$ cat config.mk
export PLATFORM = sky130hd
export DESIGN_NAME = ccpc_top
export DESIGN_NICKNAME = d
export VERILOG_FILES = /design/src/hdl/ccpc_pkg.sv /design/src/hdl/ccpc_crc_if.sv /design/src/hdl/ccpc_crc8.sv /design/src/hdl/ccpc_top.sv
export SDC_FILE = /design/constraint.sdc
export NUM_CORES = 1
export LEC_CHECK = 0
export BUFFER_PORTS_ARGS = -buffer_cell sky130_fd_sc_hd__buf_4
export CAP_MARGIN = 20
export CORE_ASPECT_RATIO = 0.7
export CORE_MARGIN = 5
export CORE_UTILIZATION = 48
export CTS_CLUSTER_SIZE = 10
export DETAILED_ROUTE_END_ITERATION = 12
export GPL_TIMING_DRIVEN = 0
export PLACE_DENSITY_LB_ADDON = 0.05
export SYNTH_ARGS = -nofsm -noshare
export SYNTH_HDL_FRONTEND = slang
export SYNTH_SLANG_ARGS = --single-unit
$ cat constraint.sdc
create_clock -name i_clk_sys -period 6.59 [get_ports i_clk_sys]
set_clock_uncertainty 0.15 [all_clocks]
set_input_delay 1.6475 -clock i_clk_sys [delete_from_list [all_inputs] [get_ports i_clk_sys]]
set_output_delay 1.6475 -clock i_clk_sys [all_outputs]
set_load 0.02 [all_outputs]
$ cat src/hdl/ccpc_pkg.sv
// ccpc_pkg: register map, field positions, reset values and states of the
// control channel partner config block. Assumes APB with 32-bit words.
package ccpc_pkg;
  // register indices; byte address is four times the index
  localparam logic [7:0] CCPC_IDX_CHAN_CFG = 8'h32;
  localparam logic [7:0] CCPC_IDX_FWD_CTL = 8'h33;
  localparam logic [7:0] CCPC_IDX_RSVD_34 = 8'h34;
  localparam logic [7:0] CCPC_IDX_PART_CAP = 8'h35;
  localparam logic [7:0] CCPC_IDX_RSVD_36 = 8'h36;
  localparam logic [7:0] CCPC_IDX_PART_ID = 8'h37;
  localparam logic [7:0] CCPC_IDX_RSVD_38 = 8'h38;
  // control_channel_config fields
  localparam int CCPC_BIT_PASS_ALL = 7;
  localparam int CCPC_BIT_PASS_MATCH = 6;
  localparam int CCPC_BIT_AUTO_ACK = 5;
  localparam int CCPC_BIT_PARITY_ON = 3;
  // forward_path_control fields
  localparam int CCPC_BIT_CRC_ON = 2;
  localparam int CCPC_GPIO_LSB = 0;
  // partner_capabilities fields
  localparam int CCPC_BIT_HOLD_CAP = 7;
  localparam int CCPC_BIT_SELFTEST = 5;
  localparam int CCPC_BIT_MULTI_PORT = 4;
  localparam int CCPC_PORT_LSB = 0;
  // partner_identity fields
  localparam int CCPC_ID_LSB = 1;
  localparam int CCPC_BIT_HOLD_ID = 0;
  // reset values
  localparam logic [7:0] CCPC_RST_CHAN_CFG = 8'h09;
  localparam logic [7:0] CCPC_RST_FWD_CTL = 8'h04;
  localparam logic [7:0] CCPC_RST_ZERO = 8'h00;
  localparam logic [6:0] CCPC_RST_PART_ID = 7'h2A; // arbitrary value
  // forward control sequence framing
  localparam logic [2:0] CCPC_SEQ_LAST = 3'h7;   // eighth protected byte
  localparam logic [7:0] CCPC_CRC_POLY = 8'h07;
  localparam logic [7:0] CCPC_CRC_INIT = 8'h00;
  typedef enum logic [1:0] {
    CCPC_ST_PASS = 2'b01,
    CCPC_ST_CRC = 2'b10
  } ccpc_seq_state_e;
endpackage

$ cat src/hdl/ccpc_crc_if.sv
// ccpc_crc_if: carries CRC control and result between the block and its CRC
// engine. Single clock domain.
`timescale 1ns/10ps
interface ccpc_crc_if;
  logic clr;
  logic upd;
  logic [7:0] data;
  logic [7:0] crc;
  modport ctrl (output clr, output upd, output data, input crc);
  modport eng (input clr, input upd, input data, output crc);
endinterface

$ cat src/hdl/ccpc_crc8.sv
// ccpc_crc8: byte-wise CRC-8 register for the forward control sequence.
// Assumes i_clk_sys, synchronous active-high reset.
`timescale 1ns/10ps
module ccpc_crc8 (
  input wire logic i_clk_sys, // system clock
  input wire logic i_reset,   // sync reset
  ccpc_crc_if.eng crc_bus     // control and result
);
  import ccpc_pkg::*;
  logic [7:0] crc_r;
  logic [7:0] crc_nxt;
  logic [7:0] seed;

  always_comb begin
    seed = crc_bus.clr ? CCPC_CRC_INIT : crc_r;
    crc_nxt = seed ^ crc_bus.data;
    for (int i = 0; i < 8; i++) begin
      crc_nxt = crc_nxt[7] ? ((crc_nxt << 1) ^ CCPC_CRC_POLY) : (crc_nxt << 1);
    end
  end

  always_ff @(posedge i_clk_sys) begin
    if (i_reset) begin
      crc_r <= CCPC_CRC_INIT;
    end else if (crc_bus.upd) begin
      crc_r <= crc_nxt;
    end
  end

  assign crc_bus.crc = crc_r;
endmodule // ccpc_crc8

$ cat src/hdl/ccpc_top.sv
// ccpc_top: control channel configuration and partner capability registers
// with the channel-side logic they steer.
// Assumes APB slave at i_clk_sys, all inputs synchronous to it.
// limitation: alias matching and the target table sit outside; only the chosen address comes in.
// back channel capability fields are taken on the link-up edge only, so a steady link never undoes a write.
// What this block does
// - with pass-all set, every local I2C transaction is forwarded; clear disables it.
// - with matched pass-through set and pass-all clear, a transaction is forwarded only on address match.
// - with auto-ack set, every I2C write is acked locally regardless of lock or remote ack.
// - the receive parity checker runs when enabled and is bypassed when not; resets enabled.
// - with CRC enable set, each forward control sequence carries a CRC; resets on.
// - the CRC covers the first eight sequence bytes and goes out as the ninth byte.
// - a two-bit field selects 0, 1, 2 or 4 forward GPIOs; resets to none.
// - with capability hold set, auto-loading stops and software values are kept.
// - the self-test flag shows that the partner requests link self-test.
// - self-test, multi-port and port number load automatically when the back channel is detected.
// - the multi-port bit reads 0 for a single-port and 1 for a multi-port partner.
// - a four-bit field holds the partner port number this serializer is attached to.
// - the seven-bit partner identity loads automatically from the back channel.
// - with identity hold set, identity auto-loading stops and the written value is kept.
// - a forwarded transaction to an alias gets the remote target address substituted.
`timescale 1ns/10ps
module ccpc_top (
  input wire logic i_clk_sys,            // 200 MHz system clock
  input wire logic i_reset,              // sync reset, active high
  // apb slave
  input wire logic i_psel,               // select
  input wire logic i_penable,            // access phase
  input wire logic i_pwrite,             // write
  input wire logic [11:0] i_paddr,       // byte address
  input wire logic [31:0] i_pwdata,      // write data
  output logic o_pready,                 // ready
  output logic [31:0] o_prdata,          // read data
  output logic o_pslverr,                // unmapped address
  // local i2c transaction
  input wire logic i_i2c_req,            // transaction start pulse
  input wire logic i_i2c_write,          // transaction is a write
  input wire logic [6:0] i_i2c_addr,     // target address
  input wire logic i_i2c_decode_hit,     // address decode matched
  input wire logic i_i2c_alias_hit,      // address is a configured alias
  input wire logic [6:0] i_remote_target_address, // remapped address
  input wire logic i_fwd_lock,           // forward link locked
  input wire logic i_remote_ack,         // ack from far side
  output logic o_fwd_valid,              // forward pulse
  output logic [6:0] o_fwd_addr,         // address sent across
  output logic o_i2c_ack,                // ack returned locally
  // receive path
  input wire logic i_rx_valid,           // received byte valid
  input wire logic [7:0] i_rx_data,      // received byte
  input wire logic i_rx_parity,          // received parity bit
  output logic o_rx_valid,               // accepted byte valid
  output logic [7:0] o_rx_data,          // accepted byte
  output logic o_rx_parity_err,          // parity error pulse
  // forward control sequence
  input wire logic i_seq_valid,          // sequence byte valid
  input wire logic i_seq_first,          // first byte of sequence
  input wire logic [7:0] i_seq_byte,     // sequence byte
  output logic o_seq_ready,              // accepting bytes
  output logic o_seq_valid,              // output byte valid
  output logic [7:0] o_seq_byte,         // output byte
  output logic [2:0] o_forward_gpio_count, // gpios carried
  // back channel
  input wire logic i_bc_link_up,         // back channel detected
  input wire logic i_bc_selftest,        // partner self-test request
  input wire logic i_bc_multi_port,      // partner is multi-port
  input wire logic [3:0] i_bc_port,      // partner port number
  input wire logic i_bc_id_valid,        // identity report pulse
  input wire logic [6:0] i_bc_id,        // reported identity
  output logic o_partner_selftest_request // partner asks for self-test
);
  import ccpc_pkg::*;

  logic [7:0] chan_cfg_r;
  logic [7:0] fwd_ctl_r;
  logic [7:0] rsvd_34_r;
  logic [7:0] part_cap_r;
  logic [7:0] rsvd_36_r;
  logic [7:0] part_id_r;
  logic [7:0] rsvd_38_r;
  logic link_up_r;
  logic [9:0] word_idx;
  logic mapped;
  logic wr_en;
  logic rd_en;
  logic [7:0] rd_val;
  logic setup_ph;
  logic bc_rise;
  logic cap_load;
  logic id_load;
  logic [2:0] gpio_cnt_nxt;
  logic seq_last;
  logic rx_ok;
  logic seq_take;
  logic [2:0] seq_cnt_r;
  ccpc_seq_state_e seq_state_r;
  ccpc_crc_if crc_bus ();

  ccpc_crc8 u_crc (
    .i_clk_sys (i_clk_sys),
    .i_reset (i_reset),
    .crc_bus (crc_bus)
  );

  // apb decode; one wait-free access phase, ready comes from a flop
  assign word_idx = i_paddr[11:2];
  assign wr_en = i_psel & i_penable & o_pready & i_pwrite & mapped;
  assign rd_en = i_psel & i_penable & o_pready & ~i_pwrite;
  assign setup_ph = i_psel & ~i_penable & ~o_pready;

  always_comb begin
    mapped = 1'b1;
    rd_val = 8'h00;
    case (word_idx)
      {2'b00, CCPC_IDX_CHAN_CFG}: rd_val = chan_cfg_r;
      {2'b00, CCPC_IDX_FWD_CTL}: rd_val = fwd_ctl_r;
      {2'b00, CCPC_IDX_RSVD_34}: rd_val = rsvd_34_r;
      {2'b00, CCPC_IDX_PART_CAP}: rd_val = part_cap_r;
      {2'b00, CCPC_IDX_RSVD_36}: rd_val = rsvd_36_r;
      {2'b00, CCPC_IDX_PART_ID}: rd_val = part_id_r;
      {2'b00, CCPC_IDX_RSVD_38}: rd_val = rsvd_38_r;
      default: mapped = 1'b0;
    endcase
  end

  always_ff @(posedge i_clk_sys) begin
    if (i_reset) begin
      o_pready <= 1'b0;
      o_prdata <= 32'h0000_0000;
      o_pslverr <= 1'b0;
    end else begin
      // the ready term keeps a protocol slip from being answered twice
      o_pready <= setup_ph;
      o_pslverr <= setup_ph & ~mapped;
      if (i_psel & ~i_penable & ~i_pwrite) begin
        o_prdata <= {24'h00_0000, rd_val};
      end else if (rd_en) begin
        o_prdata <= o_prdata;
      end
    end
  end

  // plain configuration registers
  always_ff @(posedge i_clk_sys) begin
    if (i_reset) begin
      chan_cfg_r <= CCPC_RST_CHAN_CFG;
      fwd_ctl_r <= CCPC_RST_FWD_CTL;
      rsvd_34_r <= CCPC_RST_ZERO;
      rsvd_36_r <= CCPC_RST_ZERO;
      rsvd_38_r <= CCPC_RST_ZERO;
    end else if (wr_en) begin
      case (word_idx)
        {2'b00, CCPC_IDX_CHAN_CFG}: chan_cfg_r <= i_pwdata[7:0];
        {2'b00, CCPC_IDX_FWD_CTL}: fwd_ctl_r <= i_pwdata[7:0];
        {2'b00, CCPC_IDX_RSVD_34}: rsvd_34_r <= i_pwdata[7:0];
        {2'b00, CCPC_IDX_RSVD_36}: rsvd_36_r <= i_pwdata[7:0];
        {2'b00, CCPC_IDX_RSVD_38}: rsvd_38_r <= i_pwdata[7:0];
        default: ;
      endcase
    end
  end

  // partner capabilities: load on back channel detection unless held
  always_ff @(posedge i_clk_sys) begin
    if (i_reset) begin
      link_up_r <= 1'b0;
    end else begin
      link_up_r <= i_bc_link_up;
    end
  end

  // edge, not level: a link that stays up must not keep rewriting the fields
  assign bc_rise = i_bc_link_up & ~link_up_r;
  assign cap_load = bc_rise & ~part_cap_r[CCPC_BIT_HOLD_CAP];
  assign id_load = i_bc_id_valid & ~part_id_r[CCPC_BIT_HOLD_ID];

  // software write wins a same-cycle load so a write that also sets hold sticks
  always_ff @(posedge i_clk_sys) begin
    if (i_reset) begin
      part_cap_r <= CCPC_RST_ZERO;
    end else if (wr_en && word_idx == {2'b00, CCPC_IDX_PART_CAP}) begin
      part_cap_r <= i_pwdata[7:0];
    end else if (cap_load) begin
      part_cap_r[CCPC_BIT_SELFTEST] <= i_bc_selftest;
      part_cap_r[CCPC_BIT_MULTI_PORT] <= i_bc_multi_port;
      part_cap_r[CCPC_PORT_LSB +: 4] <= i_bc_port;
    end
  end

  always_ff @(posedge i_clk_sys) begin
    if (i_reset) begin
      part_id_r <= {CCPC_RST_PART_ID, 1'b0};
    end else if (wr_en && word_idx == {2'b00, CCPC_IDX_PART_ID}) begin
      part_id_r <= i_pwdata[7:0];
    end else if (id_load) begin
      part_id_r[CCPC_ID_LSB +: 7] <= i_bc_id;
    end
  end

  // code 11 means four, not three, so a plain copy of the field would be wrong
  always_comb begin
    case (fwd_ctl_r[CCPC_GPIO_LSB +: 2])
      2'b00: gpio_cnt_nxt = 3'h0;
      2'b01: gpio_cnt_nxt = 3'h1;
      2'b10: gpio_cnt_nxt = 3'h2;
      default: gpio_cnt_nxt = 3'h4;
    endcase
  end

  always_ff @(posedge i_clk_sys) begin
    if (i_reset) begin
      o_partner_selftest_request <= 1'b0;
      o_forward_gpio_count <= 3'h0;
    end else begin
      o_partner_selftest_request <= part_cap_r[CCPC_BIT_SELFTEST];
      o_forward_gpio_count <= gpio_cnt_nxt;
    end
  end

  // i2c forwarding and local acknowledge
  always_ff @(posedge i_clk_sys) begin
    if (i_reset) begin
      o_fwd_valid <= 1'b0;
      o_fwd_addr <= 7'h00;
      o_i2c_ack <= 1'b0;
    end else begin
      o_fwd_valid <= i_i2c_req & (chan_cfg_r[CCPC_BIT_PASS_ALL]
                     | (chan_cfg_r[CCPC_BIT_PASS_MATCH] & i_i2c_decode_hit));
      if (i_i2c_req) begin
        o_fwd_addr <= i_i2c_alias_hit ? i_remote_target_address : i_i2c_addr;
      end
      // auto-ack ignores lock and remote answer entirely
      o_i2c_ack <= (i_i2c_req & i_i2c_write & chan_cfg_r[CCPC_BIT_AUTO_ACK])
                   | (i_remote_ack & i_fwd_lock);
    end
  end

  // receive parity check, even parity; bypass passes every byte
  assign rx_ok = ~chan_cfg_r[CCPC_BIT_PARITY_ON] | ~(^{i_rx_data, i_rx_parity});

  always_ff @(posedge i_clk_sys) begin
    if (i_reset) begin
      o_rx_valid <= 1'b0;
      o_rx_data <= 8'h00;
      o_rx_parity_err <= 1'b0;
    end else begin
      // a failing byte is dropped here; the consumer only sees the error pulse
      o_rx_valid <= i_rx_valid & rx_ok;
      o_rx_parity_err <= i_rx_valid & ~rx_ok;
      if (i_rx_valid) begin
        o_rx_data <= i_rx_data;
      end
    end
  end

  // forward control sequence with CRC slot after the eighth byte
  assign seq_take = i_seq_valid & o_seq_ready;
  assign crc_bus.clr = i_seq_first;
  assign crc_bus.upd = seq_take & (i_seq_first | seq_cnt_r != 3'h0) & (seq_state_r == CCPC_ST_PASS);
  assign crc_bus.data = i_seq_byte;
  // a new first byte always restarts, even where the eighth slot would fall
  assign seq_last = (seq_cnt_r == CCPC_SEQ_LAST) & ~i_seq_first;

  always_ff @(posedge i_clk_sys) begin
    if (i_reset) begin
      seq_state_r <= CCPC_ST_PASS;
      seq_cnt_r <= 3'h0;
      o_seq_ready <= 1'b1;
      o_seq_valid <= 1'b0;
      o_seq_byte <= 8'h00;
    end else begin
      o_seq_valid <= 1'b0;
      case (seq_state_r)
        CCPC_ST_PASS: begin
          if (seq_take) begin
            o_seq_valid <= 1'b1;
            o_seq_byte <= i_seq_byte;
            // count only inside a sequence; a stray byte past the eighth is passed unprotected
            if (i_seq_first) begin
              seq_cnt_r <= 3'h1;
            end else if (seq_cnt_r != 3'h0) begin
              seq_cnt_r <= seq_cnt_r + 3'h1;
            end
            if (seq_last && fwd_ctl_r[CCPC_BIT_CRC_ON]) begin
              seq_state_r <= CCPC_ST_CRC;
              o_seq_ready <= 1'b0;
            end
          end
        end
        CCPC_ST_CRC: begin
          // the crc byte takes a cycle of its own; input is stalled through it
          o_seq_valid <= 1'b1;
          o_seq_byte <= crc_bus.crc;
          seq_cnt_r <= 3'h0;
          o_seq_ready <= 1'b1;
          seq_state_r <= CCPC_ST_PASS;
        end
        default: begin
          seq_state_r <= CCPC_ST_PASS;
          o_seq_ready <= 1'b1;
        end
      endcase
    end
  end
endmodule // ccpc_top

---- After elaboration in Yosys (flattened, before gate mapping) ----
Index checks and enable logic that the tools add are counted.
cells by class
  add/sub/neg operators ................... 1
  equal/unequal tests ..................... 14
  muxes and demuxes ....................... 25
  bitwise logic cells ..................... 47
  reduce and logical (&&, ||, !) cells .... 19
operators with widths
  operator                                               number
  == test 10 x 6 -> 1 bit, second input constant         7
  case mux 8 bit (7 select lines)                        1
  two-way mux 3 bit                                      11
  inverter 3 bit                                         8
  AND 1 bit                                              22
  two-way mux 7 bit                                      3
  two-way mux 8 bit                                      2
  case mux 8 bit (2 select lines)                        1
  AND reduction 2 bit                                    7
  two-way mux 6 bit                                      2
  inverter 1 bit                                         12
  case mux 3 bit (3 select lines)                        1
  XOR reduction 9 bit                                    1
  bitwise XOR 8 bit                                      1
  OR reduction 7 bit                                     1
  case mux 3 bit (2 select lines)                        1
  nonzero test 2 bit                                     3
  == test 2 x 1 -> 1 bit, second input constant          2
  == test 2 bit, second input constant                   2
  bitwise OR 1 bit                                       4
  adder 3 x 1 -> 3 bit, second input constant            1
  == test 3 bit, second input constant                   1
  logical AND 1 bit                                      3
  inequality test 3 x 2 -> 1 bit, second input constant  1
  other kinds (7)                                        8
word-level totals
  flip-flop bits (word level) ............. 113
  bits of input ports ..................... 104
  output and inout bits ................... 67
  word-level logic and storage cells ...... 133

---- Longest topological paths before layout ----
Gate-level depths: netlist (run 1).
  depth after elaboration ................. 18
  gate-level depth with buffers ........... 8
  depth with buffers taken out ............ 7

---- By module ----
From an unflattened synthesis (run 1), not the netlist that was laid out.
unflattened totals
  cell total of the unflattened synthesis .. 587
  area total of the unflattened synthesis .. 5,516.5 µm²
by module, submodules not included
  module     times used  cells an instance  area each (µm²)  sequential area each (µm²)
  ccpc_top   1           519                4,860.9          2,082.0
  ccpc_crc8  1           68                 655.6            160.2

---- Worst setup path after synthesis (run 1) ----
No wires, ideal clock.
  path kind ............................... input to register
  start ................................... input i_paddr[3]
  end ..................................... register rsvd_38_r[0]
  setup time .............................. 0.128 ns
  arrival ................................. 2.979 ns
  data required time ...................... 6.312 ns
  path slack .............................. 3.333 ns
  cell stages on the path ................. 6
  buffers on the path ..................... 1
  cell sequence ........................... or4b_4 -> nor3_4 -> and2_4 -> buf_12 -> mux2i_1 -> nor2_1
between the ends
  cells in the longest elaborated chain, start to end .. 5
  elaborated cells on any way between the ends .. 11
  classes of those cells .................. eq/ne (7); mux (1); bitwise (1); reduce/logical (2)
RTL lines
  what                                               line                              text
  from (decl)                                        ccpc_top.sv:30                    input wire logic [11:0] i_paddr,
  == test 10 x 6 -> 1 bit, on equally long branches  ccpc_top.sv:113, ccpc_top.sv:151
  OR reduction 7 bit (no source line)                n/a
  two-way mux 1 bit                                  ccpc_top.sv:113                   case (word_idx)
  AND 1 bit                                          ccpc_top.sv:106                   assign wr_en = i_psel & i_penable & o_pready & i_pwrite & mapped;
  AND reduction 2 bit (no source line) (*)           n/a
  to (signal assigned)                               ccpc_top.sv:156                   {2'b00, CCPC_IDX_RSVD_38}: rsvd_38_r <= i_pwdata[7:0];
  to (decl)                                          ccpc_top.sv:79                    logic [7:0] rsvd_38_r;
Every way passes the cells marked *; elsewhere a longest branch is shown, timed or not.
A chain may end at the register's enable or synchronous reset.

---- Worst setup path in the final report (run 1) ----
  start ................................... input i_paddr[11]
  end ..................................... register chan_cfg_r[1]
between the ends
  cells in the longest elaborated chain, start to end .. 5
  elaborated cells on any way between the ends .. 11
  classes of those cells .................. eq/ne (7); mux (1); bitwise (1); reduce/logical (2)
RTL lines
  what                                               line                              text
  == test 10 x 6 -> 1 bit, on equally long branches  ccpc_top.sv:113, ccpc_top.sv:151
  OR reduction 7 bit (no source line)                n/a
  two-way mux 1 bit                                  ccpc_top.sv:113
  AND 1 bit                                          ccpc_top.sv:106
  AND reduction 2 bit (no source line) (*)           n/a
  to (signal assigned)                               ccpc_top.sv:152                   {2'b00, CCPC_IDX_CHAN_CFG}: chan_cfg_r <= i_pwdata[7:0];
  to (decl)                                          ccpc_top.sv:73                    logic [7:0] chan_cfg_r;
Marked as above.

==> key figures, run 1 <==
STA
  • Fin. Hold Viols: 0
  • Crit share post-route: a little over half
  • Slew Limit Headroom: roughly two fifths
  • Fmax: roughly 290 MHz
  • Total negative slack: 0 ns
  • RSZ-0062 raised after global routing: false
  • Final setup fails: 0
  • Final Max Tran Viols: 0
  • Final setup margin: between 3 and 4 ns
  • Crit path time final: 3.46 ns
  • Worst Tran Pin Value: between 0.8 and 0.9 ns

Setup path
  • Worst Path Buf+Inv: 3
  • Setup crit start kind: primary input
  • Top cell family by delay on the critical path: simple AND/OR/NAND/NOR gates
  • Max incr delay on CP: roughly 0.35 ns
  • Arrival @ worst endpoint: about 3.5 ns
  • WS Path Type: primary input to register
  • CP cell instances: buf_4, nor3_2, and3b_1, clkbuf_1, buf_2, nand2_1, nand2_1, a21oi_1
  • R2R Setup Slk: 4.19 ns
  • Worst Path Required: approximately 6.6 ns
  • Worst setup EP type: register
  • Crit path max fanout: 10
  • Most common cell on crit path: nand2_1
  • Critical path's slowest cell: clkbuf_1

Floorplan
  • Die Span Y: 99.5 um
  • Rows: 32
  • Io pins: 171
  • Die area: 0.0137 mm^2
  • Core area: ~0.011 mm^2
  • Die width: ~140 um
  • Initial Util: around half

Drt
  • Vias: 4696
  • Drt pass-1 iters: 5
  • Antenna Nets Post-Route: 0
  • Wire per inst: 17.1 um
  • Iteration-0 DRC Markers: between 400 and 500
  • WL final: between 15000 and 20000 um
  • Vias per cell: around 5.3
  • DRC: 0

CTS
  • Clk root buf: clkbuf_16
  • CTS tree: built
  • CTS max path bufs: 2
  • Setup Fix Bufs, Post-CTS: 0
  • # H-tree levels: 3
  • CTS sink count: approximately 110
  • Worst-Skew Late Latency: 0.35 ns
  • Num CTS Buffers: 9
  • Post-CTS Hold Fix Bufs: 0
  • Clock slew at reported path FFs: 0.07 ns
  • Post-CTS Resized: 0

Pwr
  • Seq pwr share: 44.9%
  • Logic pwr share: 18.0%
  • Switch share: between 20% and 30%
  • Worst vdd ir: ~0.13 mV
  • Clk pwr share: 37.2%
  • P_sw: 0.000426 W
  • Pwr Density: roughly 230 mW/mm^2
  • Pleak: 2.98 nW
  • Int Pwr: roughly 0.0012 W

Synthesis
  • Area leader, netlist: dfxtp_1
  • Number of flops mapped to enable cells by yosys: 0
  • Synth Flop Type: dfxtp_1
  • Post-synthesis sequential area ratio: just over 40%
  • YS warnings: 0
  • Count of state elements after synthesis: around 110
  • Post-synthesis instance area: approximately 0.0055 mm^2
  • Share of Yosys cell area claimed by the top area cell type: 40.8%
  • Synth top area cells: dfxtp_1 41%, mux2i_1 13%, nor2_1 6.8%
  • Number of library cell types mapped by synthesis: between 50 and 60
  • Syn Inst Count: 577
  • Asr flop ratio synth: 0%
  • Synth Area per Inst: roughly 9.5 um^2

Finish
  • Most frequent cells in the layout: 141 x buf_4, 112 x dfxtp_1, 100 x nor2_1
  • Fraction of layout cells with a size suffix above 1: a little over a quarter
  • Sequential cell area: roughly 0.0022 mm^2
  • Multi-input gate area: ~0.0030 mm^2
  • Layout area overhead: 27.0%
  • Final nets: approximately 840
  • Most common cell after layout, fill and taps aside: buf_4
  • Diodes inserted: 0
  • Filler Cells Inserted: about 980

Global routing
  • First-pass GRT wire length: 23600 um
  • Initial antenna violation count: 0
  • Largest net degree at the start of global routing: 19
  • Vias in the first global route: about 4500
  • GRT Total Usage: 22.0%
  • Total gr overflow: 0

Place
  • PortBufs: roughly 120
  • GP Congestion: ~0.87
  • Setup WS pre-CTS: roughly 2.8 ns
  • Post-DP HPWL: between 10000 and 15000 um

Flow run
  • Max-cap violations: 0

Worst hold path
  • Hold crit path type: register to register

Run status
  • Status: finished clean
worst paths after layout:
kind                  start            end  depth (start not counted)
max             i_paddr[11]  chan_cfg_r[1]                          8
min reg2reg        o_pready       o_pready                          1
max reg2reg  seq_state_r[0]  o_seq_byte[7]                          8
min                o_pready       o_pready                          1
worst register-to-register path: cells and delay by family (launching register included):
family	cells	cell delay [ns]
flops	1	0.35
buf+inv	4	0.92
simple gates	1	0.08
compound gates	2	0.66
fa+ha+maj	1	0.15
registers in the layout, indices dropped and copies added (netlist names), 7 cells and up:
register           count
part_cap_r             8
chan_cfg_r             8
o_fwd_addr             7
o_prdata               8
rsvd_34_r              8
rsvd_38_r              8
o_rx_data              8
fwd_ctl_r              8
o_seq_byte             8
u_crc.crc_bus.crc      8
rsvd_36_r              8
part_id_r              8
area by class of cell:
cell class	instances	share of cell area, %
sequential	112	32.1
timing repair buffer	116	12.5
tap	153	2.74
inverter	6	0.323
clock buffer	10	3.43
multi-input combinational	424	42.8
clock inverter	6	1.29
buffer	58	4.83
synth_stat cells (3+ instances only):
cell type    n
a21oi_1     23
clkbuf_1    23
mux4_2       7
nor3b_1      5
mux2_2       9
dfxtp_1    112
ha_1         5
nor2b_1      6
a22oi_1      5
a222oi_1     6
nand3_1     13
nor2_1     100
xor2_1       6
nand2_1     27
buf_4       25
and3b_1      3
mux2i_1     72
buf_2        7
nor3_1       5
nand2b_1     7
inv_1        6
a211oi_1    26
o21ai_0     13
xnor2_1     24
through the flow:
step / total power, W / area, um^2 / cells / util [%] / hold WS, ns
floorplan: 0.000922 / 5580 / 600 / - / 0.283
global placement: 0.00102 / 6640 / 869 / 59.9 / 0.291
detailed placement: 0.00103 / 6650 / 869 / 59.9 / 0.305
CTS: 0.00162 / 6980 / 885 / 62.9 / 0.315
global route: 0.00168 / 6980 / 885 / 62.9 / 0.334
finish: 0.00161 / 6980 / 885 / 62.9 / 0.309
routing by layer:
layer / part of all wire [%] / GRT usage (%)
met1: 46 / 30.7
met2: 45 / 34.3
met3: 8.2 / 6.12
met4: 0.68 / 4.63
met5: 0 / 0
cell families after synthesis:
family / after synthesis / synth area share, %
AO/OA/AOI/OAI: 84 / 10.6
XOR/XNOR: 33 / 6.04
adder cells (fa/ha/maj): 5 / 1.14
buffers and inverters: 64 / 6.54
flip-flops: 112 / 40.8
multiplexers: 89 / 18.3
other: 1 / 0.0683
AND/OR/NAND/NOR: 189 / 16.5
power groups by stage:
stage	Combinational, W	Clock (W)	Sequential, W
after global placement	0.000281	0	0.000737
after floorplan	0.000174	0	0.000748
final	0.000289	0.000599	0.000723
after global routing	0.000313	0.000636	0.000727
after detailed placement	0.000287	0	0.000739
after CTS	0.000289	0.000609	0.000723
Power figures use the tool's default switching activity.
==> run 2, diff against run 1 <==
--- a/config.mk
+++ b/config.mk
@@ -5,6 +5,7 @@
 export SDC_FILE = /design/constraint.sdc
 export NUM_CORES = 1
 export LEC_CHECK = 0
+export ABC_AREA = 1
 export BUFFER_PORTS_ARGS = -buffer_cell sky130_fd_sc_hd__buf_4
 export CAP_MARGIN = 20
 export CORE_ASPECT_RATIO = 0.7
==> constraint.sdc (replaced) <==
create_clock -name i_clk_sys -period 3.2 [get_ports i_clk_sys]
set_clock_uncertainty 0.15 [all_clocks]
set_input_delay 0.8 -clock i_clk_sys [delete_from_list [all_inputs] [get_ports i_clk_sys]]
set_output_delay 0.8 -clock i_clk_sys [all_outputs]
set_load 0.02 [all_outputs]
==> run 2 against run 1 <==
Die area rose by 1.4%. Sequential cell count did not move. Worst setup slack got worse by 2.5 ns. Utilization fell by 1.7 points. Combinational power rose by 82%. Sequential power rose by 100%. Synthesized cell count rose by 35%. Cell area rose by 1.4%. Register-to-register slack got worse by 3.2 ns. Largest power group unchanged.
==> key figures, run 2 <==
STA
  • Total negative slack: 0 ns
  • Fin. Hold Viols: 0
  • RSZ-0062 raised after global routing: false
  • Worst Tran Pin Value: approximately 0.83 ns
  • Final setup margin: around 0.68 ns
  • Fmax: between 300 and 400 MHz
  • Final Max Tran Viols: 0
  • Crit share post-route: 78.9%
  • Crit path time final: approximately 2.5 ns
  • Slew Limit Headroom: 45.0%
  • Final setup fails: 0

Floorplan
  • Die Span Y: between 100 and 150 um
  • Die width: around 140 um
  • Initial Util: between 40% and 50%
  • Rows: 33
  • Die area: approximately 0.014 mm^2
  • Io pins: 171
  • Core area: between 0.01 and 0.015 mm^2

Synthesis
  • Syn Inst Count: between 700 and 800
  • Post-synthesis instance area: ~0.0056 mm^2
  • Commonest cells post-synth: 135 x nand2_1, 112 x dfxtp_1, 98 x inv_1, 85 x o21ai_0, 83 x nor2_1
  • Post-synthesis sequential area ratio: 40.2%
  • Number of flops mapped to enable cells by yosys: 0
  • Number of library cell types mapped by synthesis: 38
  • Synth Flop Type: dfxtp_1
  • Area leader, netlist: dfxtp_1
  • Count of state elements after synthesis: around 110
  • Share of Yosys cell area claimed by the top area cell type: between 40% and 50%
  • Asr flop ratio synth: 0%
  • Synth top area cells: dfxtp_1 40%, nand2_1 9.1%, o21ai_0 7.6%
  • YS warnings: 0
  • Synth Area per Inst: around 7.2 um^2
  • Top-count cell post-synth: nand2_1

CTS
  • Setup Fix Bufs, Post-CTS: 0
  • Clock slew at reported path FFs: around 0.070 ns
  • Post-CTS Resized: 0
  • CTS tree: built
  • Worst-Skew Late Latency: between 0.3 and 0.4 ns
  • CTS sink count: 112
  • # H-tree levels: 3
  • Post-CTS Hold Fix Bufs: 0
  • CTS max path bufs: 2
  • Num CTS Buffers: 9
  • Clk root buf: clkbuf_16

Setup path
  • Worst setup EP type: register
  • Worst r2r dst: o_seq_byte[6]
  • Arrival @ worst endpoint: 2.65 ns
  • Critical Path Start: i_reset
  • CP cell instances: clkbuf_1, inv_1, clkbuf_1, clkbuf_1, o21ai_0, a21oi_1
  • Max incr delay on CP: between 0.5 and 0.6 ns
  • Critical path's slowest cell: clkbuf_1
  • FF-to-FF path depth: 8
  • Top cell family by delay on the critical path: buffers and inverters
  • WS Path Type: primary input to register
  • Crit path max fanout: 10
  • Reg2reg start: seq_state_r[0]
  • Setup crit start kind: primary input
  • Most common cell on crit path: clkbuf_1
  • Critical path depth in cells: 6
  • Worst Path Buf+Inv: 4
  • Crit path capture: chan_cfg_r[5]
  • Worst Path Required: roughly 3.3 ns
  • R2R Setup Slk: 1.00 ns

Finish
  • Layout area overhead: 26.8%
  • Filler Cells Inserted: between 1000 and 1500
  • Most frequent cells in the layout: 144 x buf_4, 135 x nand2_1, 112 x dfxtp_1
  • Fin area: just over 0.007 mm^2
  • Diodes inserted: 0
  • Fraction of layout cells with a size suffix above 1: 21.3%
  • Final nets: roughly 1000
  • Fin cells: about 1100
  • Most common cell after layout, fill and taps aside: buf_4

Drt
  • Vias: between 5000 and 6000
  • Vias per cell: roughly 5.2
  • Antenna Nets Post-Route: 0
  • Met3 Routed Length: around 1900 um
  • Drt pass-1 iters: 5
  • Wire per inst: 15.2 um
  • DRC: 0
  • Met1 WL: between 7000 and 8000 um
  • Iteration-0 DRC Markers: 460
  • DR top layer: met4
  • Wire length on met2: between 7000 and 8000 um
  • WL final: 16600 um

Run status
  • Status: finished clean

Place
  • Post-DP HPWL: approximately 13000 um
  • Placed cells: 1077
  • Setup WS pre-CTS: around 0.37 ns
  • PortBufs: 117
  • GP Congestion: between 0.9 and 1
  • Post-DP Area: 0.00674 mm^2

Global routing
  • Total gr overflow: 0
  • GRT Total Usage: a little under a quarter
  • Initial antenna violation count: 0
  • First-pass GRT wire length: ~27000 um
  • Largest net degree at the start of global routing: 18
  • Vias in the first global route: roughly 5400

Worst hold path
  • Hold crit path type: register to register
  • Hold-critical path depth: 2

Flow run
  • Max-cap violations: 0

Pwr
  • Worst vdd ir: roughly 0.30 mV
  • Pwr Density: around 460 mW/mm^2
  • Pleak: 3.30 nW
-- run 2: cell count changes after synthesis, sizes merged, moves of 16 or more --
cell | previous run | this run
nand3 | 13 | 48
inv | 6 | 105
o21ai | 14 | 87
a21oi | 23 | 45
mux2i | 72 | 0
nand2 | 29 | 136
nand4 | 2 | 18
xnor2 | 24 | 5
-- run 2: worst min-delay path: cells and delay by family, from the launching register on --
kind	cells	cell delay [ns]
AOI/OAI and AO/OA	1	0.05
DFF	1	0.30
buffers and inverters	1	0.05
-- run 2: kinds of logic (layout without fill, tap and decap cells) --
group | Yosys count | after routing | share of synthesized area, %
and+or+nand+nor | 302 | 302 | 23.8
AOI/OAI and AO/OA | 182 | 182 | 19.1
buffers and inverters | 161 | 294 | 13.1
DFF | 112 | 112 | 40.2
xor gates and xnor gates | 17 | 17 | 2.67
adders and majority gates | 5 | 5 | 1.12
other | 1 | 24 | 0.0672
-- run 2: layout make-up --
type                       count  area, um^2  share of cell area (%)
tap                          157         196                    2.78
buffer                        56         334                    4.72
clock buffer                  11         253                    3.57
inverter                     105         394                    5.57
timing repair buffer         117         878                    12.4
multi-input combinational    530        2700                    38.1
sequential                   112        2240                    31.7
clock inverter                 5        78.8                    1.11
-- run 2: how the worst min path moves through the flow --
stage,from,to,slack [ns]
2_1_floorplan,part_cap_r[5],o_partner_selftest_request,0.27
3_3_place_gp,rsvd_34_r[5],rsvd_34_r[5],0.28
3_5_place_dp,part_cap_r[6],part_cap_r[6],0.29
4_1_cts,part_cap_r[6],part_cap_r[6],0.30
5_1_grt,part_cap_r[6],part_cap_r[6],0.32
6_report,rsvd_34_r[6],rsvd_34_r[6],0.30
-- run 2: power by group --
| part | leakage [nW] | switching, W | internal, W | total (W) |
|---|---|---|---|---|
| clock | 0.165 | 0.000517 | 0.000728 | 0.00125 |
| sequential | 0.915 | 0.0000337 | 0.00145 | 0.00148 |
| combinational | 2.22 | 0.000312 | 0.000215 | 0.000527 |
| total | 3.30 | 0.000863 | 0.00239 | 0.00326 |
-- run 2: routing by layer --
metal / global-route usage (%) / vias up
met3: 7.76 / 18
li1: - / 2810
met5: 0 / -
met4: 6.62 / 0
met2: 36.6 / 270
met1: 31.4 / 2598
-- run 2: stage by stage --
step                      hold WS, ns  total power [W]  util, %
final                           0.302          0.00326     61.2
after global routing            0.323          0.00340     61.2
after CTS                       0.300          0.00326     61.2
after detailed placement        0.289          0.00203     58.3
after global placement          0.284          0.00202     58.3
after floorplan                 0.266          0.00183        -
==> run 3, diff against run 2 <==
--- a/config.mk
+++ b/config.mk
@@ -10,7 +10,7 @@
 export CAP_MARGIN = 20
 export CORE_ASPECT_RATIO = 0.7
 export CORE_MARGIN = 5
-export CORE_UTILIZATION = 48
+export CORE_UTILIZATION = 47
 export CTS_CLUSTER_SIZE = 10
 export DETAILED_ROUTE_END_ITERATION = 12
 export GPL_TIMING_DRIVEN = 0
==> constraint.sdc (replaced) <==
create_clock -name i_clk_sys -period 2.1 [get_ports i_clk_sys]
set_clock_uncertainty 0.15 [all_clocks]
set_input_delay 0.525 -clock i_clk_sys [delete_from_list [all_inputs] [get_ports i_clk_sys]]
set_output_delay 0.525 -clock i_clk_sys [all_outputs]
set_load 0.02 [all_outputs]
==> run 3 against run 2 <==
Combinational power grew 53%. Utilization is 0.18 points lower. Die area is 1.9% higher. Non-clock buffer count unchanged. Critical path depth rose by 4. Sequential share of layout area decreased by 0.13 points. Cell area grew 0.42%. Highest routed layer unchanged.
==> key figures, run 3 (same netlist as run 2, synthesis figures left out) <==
Floorplan
  • Core area: between 0.01 and 0.015 mm^2
  • Die width: roughly 140 um
  • Initial Util: around 48%
  • Die Span Y: a little over 100 um
  • Io pins: ~170
  • Rows: 33
  • Die area: 0.0142 mm^2

CTS
  • Clk root buf: clkbuf_16
  • CTS sink count: between 100 and 150
  • CTS tree: built
  • Clock slew at reported path FFs: about 0.080 ns
  • Post-CTS Hold Fix Bufs: 0
  • Worst-Skew Late Latency: 0.35 ns
  • # H-tree levels: 3
  • CTS max path bufs: 2
  • Num CTS Buffers: 9

STA
  • Fmax: between 500 and 600 MHz
  • RSZ-0062 raised after global routing: false
  • Final setup fails: 0
  • Worst Tran Pin Value: between 0.8 and 0.9 ns
  • Crit share post-route: between 90 and 100%
  • Final setup margin: between 0.1 and 0.15 ns
  • Fin. Hold Viols: 0
  • Crit path time final: between 1.5 and 2 ns
  • Final Max Tran Viols: 0
  • Slew Limit Headroom: between 40% and 50%

Global routing
  • Vias in the first global route: between 5000 and 6000
  • Largest net degree at the start of global routing: 20
  • First-pass GRT wire length: roughly 26000 um
  • Initial antenna violation count: 0
  • GRT Total Usage: between 20% and 30%
  • Total gr overflow: 0

Finish
  • Most frequent cells in the layout: 145 x buf_4, 135 x nand2_1, 112 x dfxtp_1
  • Fraction of layout cells with a size suffix above 1: 22.3%
  • Final nets: between 1000 and 1500
  • Diodes inserted: 0
  • Layout area overhead: 27.3%
  • Most common cell after layout, fill and taps aside: buf_4
  • Multi-input gate area: between 0.002 and 0.003 mm^2
  • Filler Cells Inserted: around 1100
  • Sequential cell area: about 0.0022 mm^2

Pwr
  • Pwr Density: 696 mW/mm^2
  • Worst vdd ir: 0.410 mV
  • Final Power: about 0.005 W
  • Pleak: 3.32 nW

Drt
  • Wire per inst: 15.3 um
  • Drt pass-1 iters: 5
  • DRC: 0
  • Antenna Nets Post-Route: 0
  • Vias per cell: 5.19
  • WL final: roughly 17000 um
  • Iteration-0 DRC Markers: around 490
  • Vias: 5669

Setup path
  • Max incr delay on CP: approximately 0.36 ns
  • Worst setup EP type: register
  • Worst Path Buf+Inv: 2
  • Arrival @ worst endpoint: about 2.1 ns
  • WS Path Type: primary input to register
  • Top cell family by delay on the critical path: simple AND/OR/NAND/NOR gates
  • CP cell instances: buf_4, nor2_2, nand3_4, inv_2, nand4_1, nor2_1, nor2_1, nand2_1, nand2_1, a21oi_2
  • Critical path's slowest cell: nand4_1
  • Setup crit start kind: primary input
  • Worst Path Required: ~2.2 ns
  • Crit path max fanout: 8

Place
  • Setup WS pre-CTS: -0.420 ns
  • GP Congestion: around 0.94
  • PortBufs: 117
  • Post-DP HPWL: 12800 um

Flow run
  • Max-cap violations: 0

Worst hold path
  • Hold crit path type: primary input to register

Run status
  • Status: finished clean
run 3: per-layer routing:
layer | track usage, % | vias to the layer above | share of wire, %
met2 | 35.3 | 279 | 42
li1 | - | 2809 | -
met4 | 5.21 | 0 | 1.2
met3 | 5.62 | 19 | 11
met1 | 32.8 | 2562 | 46
met5 | 0 | - | 0
run 3: where the power goes:
part | switching, W | leakage, nW | internal (W) | total, W
clock | 0.000820 | 0.153 | 0.00106 | 0.00188
combinational | 0.000479 | 2.25 | 0.000328 | 0.000807
sequential | 0.0000523 | 0.915 | 0.00221 | 0.00226
run 3: final timing paths:
path | from | to | slack, ns | depth (start not counted)
setup / recovery | i_paddr[9] | o_prdata[5] | 0.10 | 10
hold / removal | i_bc_link_up | link_up_r | 0.24 | 3
setup reg to reg | seq_state_r[0] | o_seq_byte[6] | 0.16 | 8
hold reg to reg | part_cap_r[6] | part_cap_r[6] | 0.30 | 2
run 3: final cells by class:
cell class                      instances  area share (%)
Buffer                                 55            4.70
Timing Repair Buffer                  118            12.5
Sequential cell                       112            31.6
Inverter                              105            5.55
Clock inverter                          7            1.43
Tap cell                              157            2.77
Multi-Input combinational cell        530            38.3
Clock buffer                            9            3.17
run 3: timing repair:
action / CTS / global route
pin swaps: 0 / 1
gates resized for setup: 0 / 14
buffers inserted: 0 / 1
endpoints found under the setup margin: 20 / 29
run 3: worst register-to-register path, stage by stage (launching register included):
cell and delay [ns]:
dfxtp_1 0.35, inv_1 0.07, ha_1 0.14, buf_2 0.22, inv_1 0.11, o21ai_2 0.26, buf_2 0.28, o21ai_0 0.11
a31oi_1 0.17
run 3: metrics by stage:
stage	instances	util [%]	hold WS (ns)	instance area, um^2	setup TNS, ns
after CTS	1092	60.7	0.235	7060	0
final	1093	61.0	0.237	7100	0
after detailed placement	1077	57.9	0.291	6740	-17.13
after floorplan	803	-	0.266	5670	0
after global placement	1077	57.9	0.285	6740	-15.01
after global routing	1093	61.0	0.267	7100	0
